**src/include/tag_cfg_consts.vh**
```
`ifndef TAG_CFG_CONSTS_VH
`define TAG_CFG_CONSTS_VH

// Serial byte addresses in the system area
`define LOCK_LO_ADDR     12'h800
`define LOCK_HI_ADDR     12'h801
`define CFG_ADDR         12'h910
`define CTRL_ADDR        12'h920

// Delivered-state values
`define LOCK_RESET       16'h0000
`define CFG_RESET        8'hF4

// Configuration byte fields
`define CFG_LVL_LO_BIT   0
`define CFG_LVL_HI_BIT   1
`define CFG_DEF_OFF_BIT  2
`define CFG_PIN_MODE_BIT 3

// Control register fields
`define CTRL_HARVEST_BIT 0
`define CTRL_FIELD_BIT   1
`define CTRL_DONE_BIT    7

// Sector lock field width
`define LOCK_SECTORS     4

// RF command codes
`define CMD_READ_CFG     3'h1
`define CMD_WRITE_HCFG   3'h2
`define CMD_WRITE_PCFG   3'h3
`define CMD_READ_CTRL    3'h4
`define CMD_SET_HARVEST  3'h5

`endif

```
**src/hw/sync_two_flop.v**
```verilog
`timescale 1ns/1ps
// Two-flop synchroniser for a bundle of independent levels
module sync_two_flop #(
   parameter WIDTH = 1
) (
   // Clock and reset
   input  wire             i_clock,
   input  wire             i_rst,
   // Levels
   input  wire [WIDTH-1:0] i_async,
   output wire [WIDTH-1:0] o_sync
);
   reg [WIDTH-1:0] meta_reg;
   reg [WIDTH-1:0] sync_reg;

   // First stage feeds only the second stage
   always @(posedge i_clock or posedge i_rst) begin
      if (i_rst) begin
         meta_reg <= {WIDTH{1'b0}};
         sync_reg <= {WIDTH{1'b0}};
      end else begin
         meta_reg <= i_async;
         sync_reg <= meta_reg;
      end
   end

   assign o_sync = sync_reg;
endmodule

```
**src/hw/tag_config_and_write_lock.v**
```verilog
`timescale 1ns/1ps
`include "tag_cfg_consts.vh"
// Function
// Lock area at 2048; lock, config, control reachable only with system select set.
// Lock bits 3:0 guard sectors 0-3 against serial writes; other bits ignored.
// Serial lock reads always succeed; writes need the serial password presented.
// Both lock bytes are zero when delivered.
// Eight-bit non-volatile configuration byte at serial address 2320.
// Eight-bit volatile control register at serial address 2336.
// Config bit 3 picks pin mode: 0 busy, 1 write in progress.
// Busy mode drives pin low from RF start of frame to end of execution.
// Busy mode, invalid command: pin low only from frame start until its CRC.
// Pin released when the RF field disappears.
// Busy mode keeps pin released during serial command execution.
// Write-in-progress mode: pin low from valid RF write end until answer start.
// Write-in-progress mode keeps pin released during serial writes.
// Config bits 1:0 pick sink level; bit 2 is harvest default-off.
// Config bits 7:4 have no effect.
// Harvest output driven only when enabled and power and load conditions hold.
// Control bits 7:1 read-only; only bit 0 writable.
// Write-done clears at reset and each serial write cycle start; sets on success.
// At power-up harvest enable loads the inverse of default-off.
// Control bit 1 shows RF field power; RF reads return 1 there.
// Serial reads and writes of the config byte need no password.
// RF commands: read config, write bits 2:0, write pin mode bit.
// RF commands: read control register, set or clear harvest enable.
// RF reads of control return write-done as 0.
// New config value applies at once, without power cycle.
// Activity pin is open drain: enable drives 0, otherwise released.
module tag_config_and_write_lock (
   // Clock and reset
   input  wire        i_clock,
   input  wire        i_rst,
   // Non-volatile contents presented at power-up
   input  wire [15:0] i_nv_lock,
   input  wire [7:0]  i_nv_config,
   // Serial byte access port
   input  wire        i_ser_valid,
   input  wire        i_ser_write,
   input  wire        i_system_area_select,
   input  wire [11:0] i_ser_addr,
   input  wire [7:0]  i_ser_wdata,
   input  wire        i_ser_pwd_ok,
   input  wire        i_ser_active,
   input  wire        i_ser_wcycle_start,
   input  wire        i_ser_wcycle_ok,
   output reg         o_ser_ack,
   output reg         o_ser_err,
   output reg  [7:0]  o_ser_rdata,
   // Sector write protection toward the memory array
   output reg  [3:0]  o_sector_locked,
   // Stored values toward the non-volatile store
   output reg  [15:0] o_lock_area,
   output reg  [7:0]  o_config_byte,
   // RF link pins, synchronised to the system clock; events taken at link clock rising edges
   input  wire        i_rf_clk,
   input  wire        i_rf_field,
   input  wire        i_rf_sof,
   input  wire        i_rf_crc_ok,
   input  wire        i_rf_crc_bad,
   input  wire        i_rf_exec_done,
   input  wire        i_rf_write_end,
   input  wire        i_rf_answer_start,
   input  wire        i_rf_cmd_valid,
   input  wire [2:0]  i_rf_cmd,
   input  wire [7:0]  i_rf_wdata,
   output reg         o_rf_ack,
   output reg  [7:0]  o_rf_rdata,
   // Activity pin, open drain
   output reg         o_rf_activity_pin_o,
   output reg         o_rf_activity_pin_oe,
   // Harvest analog conditions and controls
   input  wire        i_harvest_power_ok,
   input  wire        i_harvest_load_ok,
   output reg         o_harvest_drive,
   output reg  [1:0]  o_harvest_level
);
   // Pin state machine, one-hot
   localparam [4:0] ST_LOAD = 5'b0_0001;
   localparam [4:0] ST_IDLE = 5'b0_0010;
   localparam [4:0] ST_RX   = 5'b0_0100;
   localparam [4:0] ST_EXEC = 5'b0_1000;
   localparam [4:0] ST_WIP  = 5'b1_0000;

   wire [17:0] raw_in;
   wire [17:0] syn;
   reg         rf_clk_d_reg;
   reg  [4:0]  state_reg;
   reg  [4:0]  state_next;
   reg  [15:0] lock_reg;
   reg  [7:0]  cfg_reg;
   reg         harvest_on_reg;
   reg         done_reg;

   // Pin inputs gathered for synchronisation
   assign raw_in = {i_rf_clk, i_rf_field, i_rf_sof, i_rf_crc_ok, i_rf_crc_bad,
                    i_rf_exec_done, i_rf_write_end, i_rf_answer_start,
                    i_rf_cmd_valid, i_rf_cmd, i_rf_wdata[3:0],
                    i_harvest_power_ok, i_harvest_load_ok};

   sync_two_flop #(.WIDTH(18)) u_sync (
      .i_clock (i_clock),
      .i_rst   (i_rst),
      .i_async (raw_in),
      .o_sync  (syn)
   );

   wire       s_rf_clk    = syn[17];
   wire       s_field     = syn[16];
   wire       s_sof       = syn[15];
   wire       s_crc_ok    = syn[14];
   wire       s_crc_bad   = syn[13];
   wire       s_done      = syn[12];
   wire       s_wr_end    = syn[11];
   wire       s_ans       = syn[10];
   wire       s_cmd_v     = syn[9];
   wire [2:0] s_cmd       = syn[8:6];
   wire [3:0] s_wdata     = syn[5:2];
   wire       s_h_power   = syn[1];
   wire       s_h_load    = syn[0];

   // Link clock rising edge detect on the synchronised level
   always @(posedge i_clock or posedge i_rst) begin
      if (i_rst) begin
         rf_clk_d_reg <= 1'b0;
      end else begin
         rf_clk_d_reg <= s_rf_clk;
      end
   end

   wire rf_tick  = s_rf_clk & ~rf_clk_d_reg;
   wire pin_mode = cfg_reg[`CFG_PIN_MODE_BIT];

   // Serial access decode
   wire sys_ok   = i_ser_valid & i_system_area_select;
   wire hit_lo   = sys_ok & (i_ser_addr == `LOCK_LO_ADDR);
   wire hit_hi   = sys_ok & (i_ser_addr == `LOCK_HI_ADDR);
   wire hit_cfg  = sys_ok & (i_ser_addr == `CFG_ADDR);
   wire hit_ctrl = sys_ok & (i_ser_addr == `CTRL_ADDR);
   wire hit_any  = hit_lo | hit_hi | hit_cfg | hit_ctrl;
   wire lock_wr  = (hit_lo | hit_hi) & i_ser_write & i_ser_pwd_ok;
   wire lock_ref = (hit_lo | hit_hi) & i_ser_write & ~i_ser_pwd_ok;

   // RF command decode
   wire rf_cmd     = rf_tick & s_cmd_v & s_field;
   wire rf_wr_hcfg = rf_cmd & (s_cmd == `CMD_WRITE_HCFG);
   wire rf_wr_pcfg = rf_cmd & (s_cmd == `CMD_WRITE_PCFG);
   wire rf_set_h   = rf_cmd & (s_cmd == `CMD_SET_HARVEST);

   // Lock area, loaded from the store then written with password
   always @(posedge i_clock or posedge i_rst) begin
      if (i_rst) begin
         lock_reg <= `LOCK_RESET;
      end else if (state_reg == ST_LOAD) begin
         lock_reg <= i_nv_lock;
      end else if (lock_wr & hit_lo) begin
         lock_reg[7:0] <= i_ser_wdata;
      end else if (lock_wr & hit_hi) begin
         lock_reg[15:8] <= i_ser_wdata;
      end
   end

   // Configuration byte, serial writes any bit, RF writes its fields
   always @(posedge i_clock or posedge i_rst) begin
      if (i_rst) begin
         cfg_reg <= `CFG_RESET;
      end else if (state_reg == ST_LOAD) begin
         cfg_reg <= i_nv_config;
      end else if (hit_cfg & i_ser_write) begin
         cfg_reg <= i_ser_wdata;
      end else if (rf_wr_hcfg) begin
         cfg_reg[2:0] <= s_wdata[2:0];
      end else if (rf_wr_pcfg) begin
         cfg_reg[`CFG_PIN_MODE_BIT] <= s_wdata[`CFG_PIN_MODE_BIT];
      end
   end

   // Harvest enable, power-up default from the stored default-off bit
   always @(posedge i_clock or posedge i_rst) begin
      if (i_rst) begin
         harvest_on_reg <= 1'b0;
      end else if (state_reg == ST_LOAD) begin
         harvest_on_reg <= ~i_nv_config[`CFG_DEF_OFF_BIT];
      end else if (hit_ctrl & i_ser_write) begin
         harvest_on_reg <= i_ser_wdata[`CTRL_HARVEST_BIT];
      end else if (rf_set_h) begin
         harvest_on_reg <= s_wdata[`CTRL_HARVEST_BIT];
      end
   end

   // Write-done flag: success wins over a same-cycle start
   always @(posedge i_clock or posedge i_rst) begin
      if (i_rst) begin
         done_reg <= 1'b0;
      end else if (i_ser_wcycle_ok) begin
         done_reg <= 1'b1;
      end else if (i_ser_wcycle_start) begin
         done_reg <= 1'b0;
      end
   end

   // Serial answer, one cycle after the request
   always @(posedge i_clock or posedge i_rst) begin
      if (i_rst) begin
         o_ser_ack   <= 1'b0;
         o_ser_err   <= 1'b0;
         o_ser_rdata <= 8'h00;
      end else begin
         o_ser_ack <= i_ser_valid & hit_any & ~lock_ref;
         o_ser_err <= i_ser_valid & (~hit_any | lock_ref);
         if (i_ser_valid & ~i_ser_write) begin
            if (hit_lo) begin
               o_ser_rdata <= lock_reg[7:0];
            end else if (hit_hi) begin
               o_ser_rdata <= lock_reg[15:8];
            end else if (hit_cfg) begin
               o_ser_rdata <= cfg_reg;
            end else if (hit_ctrl) begin
               o_ser_rdata <= {done_reg, 5'h00, s_field, harvest_on_reg};
            end else begin
               o_ser_rdata <= 8'h00;
            end
         end
      end
   end

   // RF answer to dedicated commands
   always @(posedge i_clock or posedge i_rst) begin
      if (i_rst) begin
         o_rf_ack   <= 1'b0;
         o_rf_rdata <= 8'h00;
      end else begin
         o_rf_ack <= rf_cmd;
         if (rf_cmd & (s_cmd == `CMD_READ_CFG)) begin
            o_rf_rdata <= cfg_reg;
         end else if (rf_cmd & (s_cmd == `CMD_READ_CTRL)) begin
            o_rf_rdata <= {1'b0, 5'h00, 1'b1, harvest_on_reg};
         end
      end
   end

   // Activity pin sequencing
   always @* begin
      state_next = state_reg;
      case (state_reg)
         ST_LOAD: begin
            state_next = ST_IDLE;
         end
         ST_IDLE: begin
            if (rf_tick & s_field & ~i_ser_active) begin
               if (~pin_mode & s_sof) begin
                  state_next = ST_RX;
               end else if (pin_mode & s_wr_end) begin
                  state_next = ST_WIP;
               end
            end
         end
         ST_RX: begin
            if (~s_field | pin_mode) begin
               state_next = ST_IDLE;
            end else if (rf_tick & s_crc_bad) begin
               state_next = ST_IDLE;
            end else if (rf_tick & s_crc_ok) begin
               state_next = ST_EXEC;
            end
         end
         ST_EXEC: begin
            if (~s_field | pin_mode) begin
               state_next = ST_IDLE;
            end else if (rf_tick & s_done) begin
               state_next = ST_IDLE;
            end
         end
         ST_WIP: begin
            if (~s_field | ~pin_mode) begin
               state_next = ST_IDLE;
            end else if (rf_tick & s_ans) begin
               state_next = ST_IDLE;
            end
         end
         default: begin
            state_next = ST_IDLE;
         end
      endcase
   end

   always @(posedge i_clock or posedge i_rst) begin
      if (i_rst) begin
         state_reg <= ST_LOAD;
      end else begin
         state_reg <= state_next;
      end
   end

   // Open-drain pin: data always 0, enable pulls low
   always @(posedge i_clock or posedge i_rst) begin
      if (i_rst) begin
         o_rf_activity_pin_o  <= 1'b0;
         o_rf_activity_pin_oe <= 1'b0;
      end else begin
         o_rf_activity_pin_o  <= 1'b0;
         o_rf_activity_pin_oe <= (state_next == ST_RX) | (state_next == ST_EXEC) |
                                 (state_next == ST_WIP);
      end
   end

   // Harvest gating and sink level; config bits 7:4 unused
   always @(posedge i_clock or posedge i_rst) begin
      if (i_rst) begin
         o_harvest_drive <= 1'b0;
         o_harvest_level <= 2'b00;
      end else begin
         o_harvest_drive <= harvest_on_reg & s_h_power & s_h_load;
         o_harvest_level <= cfg_reg[`CFG_LVL_HI_BIT:`CFG_LVL_LO_BIT];
      end
   end

   // Protection and stored-value outputs
   always @(posedge i_clock or posedge i_rst) begin
      if (i_rst) begin
         o_sector_locked <= 4'h0;
         o_lock_area     <= `LOCK_RESET;
         o_config_byte   <= `CFG_RESET;
      end else begin
         o_sector_locked <= lock_reg[`LOCK_SECTORS-1:0];
         o_lock_area     <= lock_reg;
         o_config_byte   <= cfg_reg;
      end
   end

endmodule

```
**config.mk**
```make
export PLATFORM = sky130hd
export DESIGN_NAME = tag_config_and_write_lock
export DESIGN_NICKNAME = d
export VERILOG_FILES = /design/src/hw/sync_two_flop.v /design/src/hw/tag_config_and_write_lock.v
export VERILOG_INCLUDE_DIRS = /design/src /design/src/include
export SDC_FILE = /design/constraint.sdc
export NUM_CORES = 1
export LEC_CHECK = 0
export ABC_CLOCK_PERIOD_IN_PS = 10700
export BUFFER_PORTS_ARGS = -buffer_cell sky130_fd_sc_hd__buf_2
export CORE_MARGIN = 4
export CORE_UTILIZATION = 50
export CTS_BUF_LIST = sky130_fd_sc_hd__clkbuf_16
export DETAILED_ROUTE_END_ITERATION = 16
export PLACE_DENSITY = 0.85
export SLEW_MARGIN = 20
export SYNTH_ARGS = -nofsm -noshare
export SYNTH_HDL_FRONTEND = slang
export SYNTH_SLANG_ARGS = --single-unit
```
**constraint.sdc**
```tcl
create_clock -name i_clock -period 10.7 [get_ports i_clock]
set_clock_uncertainty 0.05 [all_clocks]
set_input_delay 1.07 -clock i_clock [delete_from_list [all_inputs] [get_ports i_clock]]
set_output_delay 1.07 -clock i_clock [all_outputs]
set_load 0.01 [all_outputs]
```
==> flow_metrics.tcl, run 1 <==
set metrics [dict create \
    hold_buffers 0 \
    antenna_found_initial 0 \
    n_fill_cell 651 \
    wl_per_cell_um 18.0 \
    cts_root_buffer "clkbuf_16" \
    p_leak_nw 2.60 \
    final_max_slew_viol_count 0 \
    yosysMostFrequentCell "dfrtp_1" \
    seqPwrFrac 0.429 \
    p_int_mw 0.905 \
    critPathCaptureType "flop" \
    switching_share 0.269 \
    r2r_cells 4 \
    clk_path_buf_depth 2 \
    die_height_um 104 \
    fin_cells 626 \
    placed_cells 594 \
    track_usage 0.217 \
    globalRoute.totalOverflow 0 \
    synth.yosys.seq_area_share 0.622 \
    synth_common_cells "102 x dfrtp_1, 27 x nor2_1, 24 x nand2_1, 18 x a31oi_1, 17 x nand4_1" \
    crit_slowest_cell "and4_1" \
    synth.distinct_cells 60 \
    outcome "finished, final reports clean" \
    rsz0062_at_grt "false" \
    rr_endpoint "cfg_reg[2]$_DFFE_PP1P_" \
    worst-setup-path-type "input port to flop" \
    holdPathEnd "u_sync.o_sync[12]$_DFF_PP0_" \
    hp-class "flop to flop" \
    crit_fanout 23 \
    start_util 0.518 \
    synth-edff-count 0 \
    clkPwrFrac 0.454 \
    hold_depth 0 \
    io_buffer_count 121 \
    worst_ep_required_time_ns 10.96 \
    yosys_warnings 0 \
    clk_latency_ns 0.40 \
    layout-area-overhead-vs-synth_pct 26.8 \
    p_sw_mw 0.334 \
    die_area_sq_um 10700 \
    synth_top_cell_by_area "dfrtp_1" \
    synth-seq-cells 113 \
    num_rows 34 \
    grt_pass1_vias 3709 \
    diodes 0 \
    cp_cell_sequence "buf_2, nor4b_1, and4_1, nand2_1, o211ai_1" \
    routed_wl_mm 11.3 \
    cts_resized 0 \
    synthArstFlopShare 1.00 \
    clk_pin_slew_ns 0.06 \
    grt_pass1_wl_mm 18.7 \
    critical_path.reg2reg.startpoint "state_reg[2]$_DFF_PP0_" \
    drive_gt1_frac 0.334 \
    cp.arrival_ns 3.21 \
    setup_violations 0 \
    cts_tree "yes" \
    max_stage_delay_ns 0.85 \
    synthTopCellsByArea "dfrtp_1 56%, dfstp_2 6.3%, mux2i_1 3.1%" \
    power_frac_comb 0.116 \
    critPathTopFamily "simple AND/OR/NAND/NOR gates" \
    whs_ns 0.292 \
    syn_area_sq_um 4570 \
    io_pins 127 \
    via_per_inst 5.85 \
    slew-limit-headroom 0.449 \
    rrSetupSlack_ns 8.40 \
    core_sq_um 8810 \
    cts_sinks 113 \
    final.min_clock_period_ns 2.95 \
    remaining_drc_errors 0 \
    ant_nets 0 \
    timing.final.crit_share 0.276 \
    syn_area_per_cell_sq_um 11.7 \
    synth_top_cell_area_share 0.559 \
    drtIter0Drc 289 \
    fin_nets 580 \
    tightest_slew_ns 0.825 \
    ir_worst_vdd_mv 0.113 \
    syn_inst 390 \
    cp_num_buf_inv 1 \
    setup_tns_ns 0 \
    max_freq_ghz 0.339 \
    post_cts.repair.setup_buffers 0 \
    place.gp.congestion 0.874 \
    num_vias 3663 \
    fp.dieW_um 104 \
    h-tree-depth 4 \
    hp-start "u_sync.meta_reg[12]$_DFF_PP0_" \
    grt_start_max_net_pins 60 \
    p_per_area_nw_per_um2 214 \
    dr.pass1.iters 5 \
    place_hpwl_mm 7.89 \
    start_kind "input port" \
    finalHoldViolCount 0 \
    synthFlopType "dfrtp_1" \
    cts_made_buffers 17 \
    cap_violations 0 \
]
[cell families (layout without fill, tap and decap cells)]
family / count (synthesis) / in the layout / synth area share
simple gates: 129 / 129 / 0.163
buf+inv: 36 / 163 / 0.0362
other cells: 1 / 2 / 0.000821
compound gates: 96 / 96 / 0.144
flops: 113 / 113 / 0.622
mux: 15 / 15 / 0.0332
[final cells by class]
cell class	instances	area, sq um	area share
Timing Repair Buffer	122	613	0.106
Inverter	9	36.3	0.00627
Sequential cell	113	2840	0.491
Clock inverter	15	173	0.0298
Tap cell	108	135	0.0233
Clock buffer	17	425	0.0735
Multi-Input combinational cell	242	1570	0.270
[metal layers]
layer / vias to the layer above / part of all wire / GRT usage
met2: 187 / 0.48 / 0.340
li1: 1673 / - / -
met4: 0 / 0.026 / 0.0902
met5: - / 0 / 0
met1: 1768 / 0.43 / 0.291
met3: 35 / 0.071 / 0.0547
[worst max path at each step]
stage | start | to | slack [ns] | depth (start not counted)
after floorplan | i_rst | cfg_reg[0]$_DFFE_PP0P_ | 6.61 | 1
after global placement | i_ser_addr[6] | o_ser_err$_DFF_PP0_ | 7.53 | 5
after detailed placement | i_ser_addr[6] | o_ser_rdata[6]$_DFFE_PP0P_ | 7.41 | 5
after CTS | i_ser_addr[6] | o_ser_rdata[6]$_DFFE_PP0P_ | 7.84 | 5
after global routing | i_ser_addr[6] | o_ser_err$_DFF_PP0_ | 7.60 | 5
final | i_ser_addr[6] | o_ser_rdata[6]$_DFFE_PP0P_ | 7.75 | 5
[metrics by stage]
step | total power, mW | area, sq um | setup WS [ns] | utilization
after global routing | 1.29 | 5790 | 7.60 | 0.657
after floorplan | 0.615 | 4570 | 6.61 | -
after detailed placement | 0.683 | 5190 | 7.41 | 0.589
final | 1.24 | 5790 | 7.75 | 0.657
after CTS | 1.25 | 5790 | 7.84 | 0.657
after global placement | 0.675 | 5190 | 7.53 | 0.589
[power by group through the flow]
stage               clock, mW  sequential (mW)  combinational (mW)
floorplan                   0            0.539              0.0757
global placement            0            0.536               0.139
detailed placement          0            0.539               0.143
CTS                     0.569            0.532               0.145
global route            0.595            0.539               0.157
finish                  0.563            0.532               0.144
[worst register-to-register path, delay by kind of cell (launching register included)]
family | cells | cell delay (ns)
and+or+nand+nor | 2 | 1.22
DFF | 1 | 0.44
AOI/OAI and AO/OA | 2 | 0.50
[placed cells by master (no fill, tap or decap), types with 3 or more instances in the layout]
| master | n |
|---|---|
| and4_1 | 3 |
| dfrtp_1 | 102 |
| inv_1 | 7 |
| a31oi_1 | 18 |
| a21oi_1 | 8 |
| or3_1 | 3 |
| nand4b_1 | 3 |
| dfstp_2 | 11 |
| o21ai_1 | 14 |
| nand4_1 | 17 |
| nor4_1 | 3 |
| nand2_1 | 23 |
| a22o_1 | 14 |
| a211oi_1 | 3 |
| mux2i_1 | 14 |
| nor3b_1 | 3 |
| inv_6 | 5 |
| nor2b_1 | 10 |
| nand2b_1 | 3 |
| clkbuf_16 | 17 |
| nand3_1 | 7 |
| o21ai_0 | 10 |
| clkinv_4 | 3 |
| buf_2 | 121 |
| nor2_1 | 27 |
| a22oi_1 | 3 |
| nor3_1 | 4 |
| nand3b_1 | 7 |
| o211ai_1 | 5 |
No activity file was read; power rests on OpenSTA's default activity.
==> inputs of run 2 (changes only) <==
--- a/config.mk
+++ b/config.mk
@@ -6,7 +6,7 @@
 export SDC_FILE = /design/constraint.sdc
 export NUM_CORES = 1
 export LEC_CHECK = 0
-export ABC_CLOCK_PERIOD_IN_PS = 10700
+export ABC_CLOCK_PERIOD_IN_PS = 2810
 export BUFFER_PORTS_ARGS = -buffer_cell sky130_fd_sc_hd__buf_2
 export CORE_MARGIN = 4
 export CORE_UTILIZATION = 50
==> constraint.sdc (replaced) <==
create_clock -name i_clock -period 2.81 [get_ports i_clock]
set_clock_uncertainty 0.05 [all_clocks]
set_input_delay 0.281 -clock i_clock [delete_from_list [all_inputs] [get_ports i_clock]]
set_output_delay 0.281 -clock i_clock [all_outputs]
set_load 0.01 [all_outputs]
==> run 2 against run 1 <==
The flow now finishes with violations (negative hold slack). First-iteration DRC count grew 12%. Sequential cell count is the same. Sequential power grew to 3.8 times the previous value. Sequential share of layout area shrank 2.1 points. Core utilization grew 2.9 points. Critical endpoint is now cfg_reg[2]$_DFFE_PP1P_. Via count grew 2.4%. Die area is the same. Count of clock-buffer cells in the layout is the same. Total power grew to 3.9 times the previous value.
==> flow_metrics.tcl, run 2 (synthesis results as in run 1) <==
set metrics [dict create \
    outcome "complete, but fails checks" \
    violations "negative hold slack" \
    final.min_clock_period_ns 2.21 \
    p_per_area_nw_per_um2 802 \
    cts_resized 0 \
    layout-area-overhead-vs-synth_pct 32.4 \
    routed_wl_mm 12.0 \
    whs_ns -0.0175 \
    ant_nets 0 \
    clk_latency_ns 0.41 \
    diodes 0 \
    clk_pin_slew_ns 0.06 \
    cts_made_buffers 17 \
    place_area_sq_um 5230 \
    drive_gt1_frac 0.325 \
    n_fill_cell 614 \
    worst-setup-path-type "flop to flop" \
    die_area_sq_um 10700 \
    critPathCaptureType "flop" \
    via_per_inst 5.78 \
    num_rows 34 \
    setup_tns_ns 0 \
    antenna_found_initial 0 \
    grt_pass1_vias 3720 \
    grt_pass1_wl_mm 19.3 \
    ir_worst_vdd_mv 0.476 \
    place_hpwl_mm 7.75 \
    grt_start_max_net_pins 114 \
    cts_root_buffer "clkbuf_16" \
    final_cell_mix "121 x buf_2, 102 x dfrtp_1, 27 x nor2_1" \
    globalRoute.totalOverflow 0 \
    power_mw 4.85 \
    track_usage 0.229 \
    cap_violations 0 \
    io_buffer_count 121 \
    r2r_cells 4 \
    core_sq_um 8810 \
    worst_ep_required_time_ns 3.07 \
    dr.pass1.iters 6 \
    finalHoldViolCount 6 \
    fin_nets 603 \
    rsz0062_at_grt "false" \
    utilization 0.687 \
    p_leak_nw 2.72 \
    final_max_slew_viol_count 0 \
    hp-class "input port to async pin" \
    cts_sinks 113 \
    die_height_um 104 \
    setup_violations 0 \
    clk_path_buf_depth 2 \
    cp.arrival_ns 2.47 \
    h-tree-depth 4 \
    max_freq_ghz 0.453 \
    layout_commonest_cell "buf_2" \
    wl_per_cell_um 18.5 \
    start_util 0.518 \
    num_vias 3750 \
    place.gp.congestion 0.827 \
    final_area_sq_um 6050 \
    start_kind "flop" \
    tightest_slew_ns 0.841 \
    cts_tree "yes" \
    drtIter0Drc 324 \
    crit_fanout 12 \
    slew-limit-headroom 0.434 \
    remaining_drc_errors 0 \
    fp.dieW_um 104 \
    timing.final.crit_share 0.785 \
    io_pins 127 \
]
[run 2: cell count changes in the layout (fill, tap and decap cells not counted), sizes merged]
cell | before | now
clkinv | 4 | 6
buf | 122 | 126
bufinv | 2 | 3
clkinvlp | 2 | 1
inv | 16 | 14
dlygate4sd3 | 0 | 19
[run 2: report_power, final]
group          internal (mW)  total (mW)  switching [mW]
sequential              1.87        2.03           0.161
combinational          0.265       0.575           0.310
clock                   1.42        2.24           0.815
total                   3.56        4.85            1.29
[run 2: what timing repair did]
item / 4_1_cts / 5_1_grt
hold buffers: 19 / 0
buffers inserted: 0 / 0
hold endpoints to repair: 19 / 0
setup endpoints to repair: 0 / 0
[run 2: final timing paths]
path,startpoint,endpoint,slack [ns]
hold / removal,i_rst,state_reg[3]$_DFF_PP0_,-0.02
setup reg to reg,state_reg[2]$_DFF_PP0_,cfg_reg[2]$_DFFE_PP1P_,0.60
max in group asynchronous,i_rst,lock_reg[8]$_DFFE_PP0P_,2.29
setup / recovery,state_reg[2]$_DFF_PP0_,cfg_reg[2]$_DFFE_PP1P_,0.60
hold reg to reg,u_sync.meta_reg[16]$_DFF_PP0_,u_sync.o_sync[16]$_DFF_PP0_,0.29
min in group i_clock,i_nv_config[5],cfg_reg[5]$_DFFE_PP1P_,0.07
[run 2: critical path, cell delays in order, from the launching register on]
cell      delay, ns
dfrtp_1        0.44
nor4_1         0.75
and2_1         0.49
nor4_1         0.12
a211oi_1       0.24
[run 2: stage by stage]
step	cells	setup WS, ns
floorplan	391	0.929
global placement	598	0.571
detailed placement	598	0.519
CTS	649	0.700
global route	649	0.480
finish	649	0.603
[run 2: cell type report]
| type | instances | area, sq um | area share |
|---|---|---|---|
| Tap cell | 108 | 135 | 0.0223 |
| Sequential cell | 113 | 2840 | 0.470 |
| Timing Repair Buffer | 145 | 846 | 0.140 |
| Inverter | 9 | 37.5 | 0.00621 |
| Clock buffer | 17 | 425 | 0.0703 |
| Clock inverter | 15 | 199 | 0.0329 |
| Multi-Input combinational cell | 242 | 1560 | 0.258 |
[run 2: routing by layer]
| layer | track usage | vias to the layer above | wire length, um | share of wire |
|---|---|---|---|---|
| li1 | - | 1724 | - | - |
| met1 | 0.293 | 1807 | 4930 | 0.41 |
| met2 | 0.379 | 196 | 6060 | 0.50 |
| met3 | 0.0566 | 23 | 815 | 0.068 |
| met4 | 0.0855 | 0 | 199 | 0.017 |
| met5 | 0 | - | 0 | 0 |
==> inputs of run 3 (changes only) <==
--- a/config.mk
+++ b/config.mk
@@ -6,13 +6,13 @@
 export SDC_FILE = /design/constraint.sdc
 export NUM_CORES = 1
 export LEC_CHECK = 0
-export ABC_CLOCK_PERIOD_IN_PS = 2810
+export ABC_CLOCK_PERIOD_IN_PS = 2000
 export BUFFER_PORTS_ARGS = -buffer_cell sky130_fd_sc_hd__buf_2
 export CORE_MARGIN = 4
-export CORE_UTILIZATION = 50
+export CORE_UTILIZATION = 47
 export CTS_BUF_LIST = sky130_fd_sc_hd__clkbuf_16
 export DETAILED_ROUTE_END_ITERATION = 16
-export PLACE_DENSITY = 0.85
+export PLACE_DENSITY = 0.84
 export SLEW_MARGIN = 20
 export SYNTH_ARGS = -nofsm -noshare
 export SYNTH_HDL_FRONTEND = slang
==> constraint.sdc (replaced) <==
create_clock -name i_clock -period 2 [get_ports i_clock]
set_clock_uncertainty 0.05 [all_clocks]
set_input_delay 0.2 -clock i_clock [delete_from_list [all_inputs] [get_ports i_clock]]
set_output_delay 0.2 -clock i_clock [all_outputs]
set_load 0.01 [all_outputs]
==> run 3 against run 2 <==
The run now ends clean. Cell count up 6.3%. Die area is 5.9% higher. First-iteration DRC count grew 30%. Global-route usage fell by 0.72 points. Routed wire length is 0.87% higher. Combinational power grew 49%. Sequential share of layout area down 1.4 points. Register-to-register slack lost 0.41 ns. Hold slack improved by 0.041 ns. Final area up 3.1%. Setup slack worse by 0.41 ns. Critical path type unchanged. Largest cell class unchanged. Largest power group unchanged.
==> flow_metrics.tcl, run 3 (synthesis results as in run 1) <==
set metrics [dict create \
    place_hpwl_mm 8.26 \
    dr.pass1.iters 6 \
    final.min_clock_period_ns 1.81 \
    post_cts.repair.setup_buffers 0 \
    ant_nets 0 \
    cp_common_cell "buf_4" \
    seqPwrFrac 0.420 \
    remaining_drc_errors 0 \
    setup_violations 0 \
    drive_gt1_frac 0.333 \
    setup_tns_ns 0 \
    start_util 0.489 \
    finalHoldViolCount 0 \
    timing.final.crit_share 0.903 \
    num_vias 3831 \
    clkPwrFrac 0.453 \
    max_stage_delay_ns 0.44 \
    outcome "finished, final reports clean" \
    wl_per_cell_um 17.6 \
    io_pins 127 \
    die_height_um 107 \
    diodes 0 \
    p_leak_nw 2.79 \
    grt_pass1_wl_mm 19.4 \
    grt_pass1_vias 3888 \
    p_int_mw 5.00 \
    p_sw_mw 1.76 \
    globalRoute.totalOverflow 0 \
    hp-class "input port to flop" \
    antenna_found_initial 0 \
    ir_worst_vdd_mv 0.938 \
    crit_slowest_cell "dfrtp_1" \
    drtIter0Drc 421 \
    core_sq_um 9330 \
    cts_sinks 113 \
    io_buffer_count 121 \
    worst-setup-path-type "flop to flop" \
    crit_fanout 32 \
    via_per_inst 5.55 \
    clk_latency_ns 0.40 \
    grt_start_max_net_pins 75 \
    cap_violations 0 \
    tightest_slew_ns 0.608 \
    h-tree-depth 4 \
    layout_commonest_cell "buf_2" \
    die_area_sq_um 11400 \
    worst_ep_required_time_ns 2.21 \
    critPathCaptureType "flop" \
    fin_nets 623 \
    fp.dieW_um 107 \
    final_cell_mix "121 x buf_2, 102 x dfrtp_1, 27 x nor2_1" \
    final_max_slew_viol_count 0 \
    layout-area-overhead-vs-synth_pct 36.6 \
    cts_root_buffer "clkbuf_16" \
    max_freq_ghz 0.554 \
    cts_made_buffers 17 \
    whs_ns 0.0236 \
    num_rows 35 \
    setup_slack_ns 0.194 \
    place_ws_ns -0.00428 \
    switching_share 0.261 \
    track_usage 0.221 \
    rsz0062_at_grt "false" \
    routed_wl_mm 12.1 \
    start_kind "flop" \
    clk_path_buf_depth 2 \
    p_per_area_nw_per_um2 1080 \
    place.gp.congestion 0.910 \
    hold_buffers 26 \
    cts_tree "yes" \
    cp.arrival_ns 2.02 \
    cp_cell_sequence "nor4_1, buf_4, nand2_1, buf_4, nor2_1, a31oi_1" \
    power_frac_comb 0.127 \
    clk_pin_slew_ns 0.06 \
    slew-limit-headroom 0.589 \
    cts_resized 0 \
]
## run 3: worst max-delay path, delay by kind of cell, from the launching register on
kind | cells | cell delay [ns]
flops | 1 | 0.44
simple gates | 3 | 0.63
compound gates | 1 | 0.06
buf+inv | 2 | 0.46
## run 3: metrics by stage
| stage | util | std cells | power (mW) | area, sq um |
|---|---|---|---|---|
| 2_1_floorplan | - | 391 | 3.29 | 4570 |
| 3_3_place_gp | 0.576 | 632 | 3.65 | 5370 |
| 3_5_place_dp | 0.576 | 632 | 3.69 | 5370 |
| 4_1_cts | 0.669 | 690 | 6.80 | 6240 |
| 5_1_grt | 0.669 | 690 | 7.03 | 6240 |
| 6_report | 0.669 | 690 | 6.76 | 6240 |
## run 3: power groups by stage
stage / clock network [mW] / logic (mW) / registers, mW
after global routing: 3.21 / 0.937 / 2.89
after detailed placement: 0 / 0.813 / 2.87
after floorplan: 0 / 0.406 / 2.89
after CTS: 3.10 / 0.862 / 2.84
final: 3.06 / 0.859 / 2.84
after global placement: 0 / 0.787 / 2.86
## run 3: worst paths after layout
path | start | to | slack, ns | depth (start not counted)
setup / recovery | state_reg[2]$_DFF_PP0_ | lock_reg[12]$_DFFE_PP0P_ | 0.19 | 6
min in group asynchronous | i_rst | o_config_byte[0]$_DFF_PP0_ | 0.33 | 3
hold reg to reg | u_sync.meta_reg[13]$_DFF_PP0_ | u_sync.o_sync[13]$_DFF_PP0_ | 0.30 | 0
setup reg to reg | state_reg[2]$_DFF_PP0_ | lock_reg[12]$_DFFE_PP0P_ | 0.19 | 6
max in group asynchronous | i_rst | cfg_reg[7]$_DFFE_PP1P_ | 0.84 | 4
hold / removal | i_nv_lock[8] | lock_reg[8]$_DFFE_PP0P_ | 0.02 | 3
## run 3: final cells by class
type                            count  area [sq um]
Clock buffer                       17           425
Clock inverter                     15           181
Fill cell                         667          3090
Inverter                            9          37.5
Multi-Input combinational cell    242          1560
Sequential cell                   113          2840
Tap cell                          129           161
Timing Repair Buffer              165          1030
## run 3: routing by layer
layer | vias to the layer above | wire length, um | share of wire | GRT usage
met5 | - | 0 | 0 | 0
li1 | 1759 | - | - | -
met3 | 39 | 849 | 0.070 | 0.0534
met2 | 189 | 5990 | 0.49 | 0.361
met1 | 1844 | 4870 | 0.40 | 0.279
met4 | 0 | 403 | 0.033 | 0.103
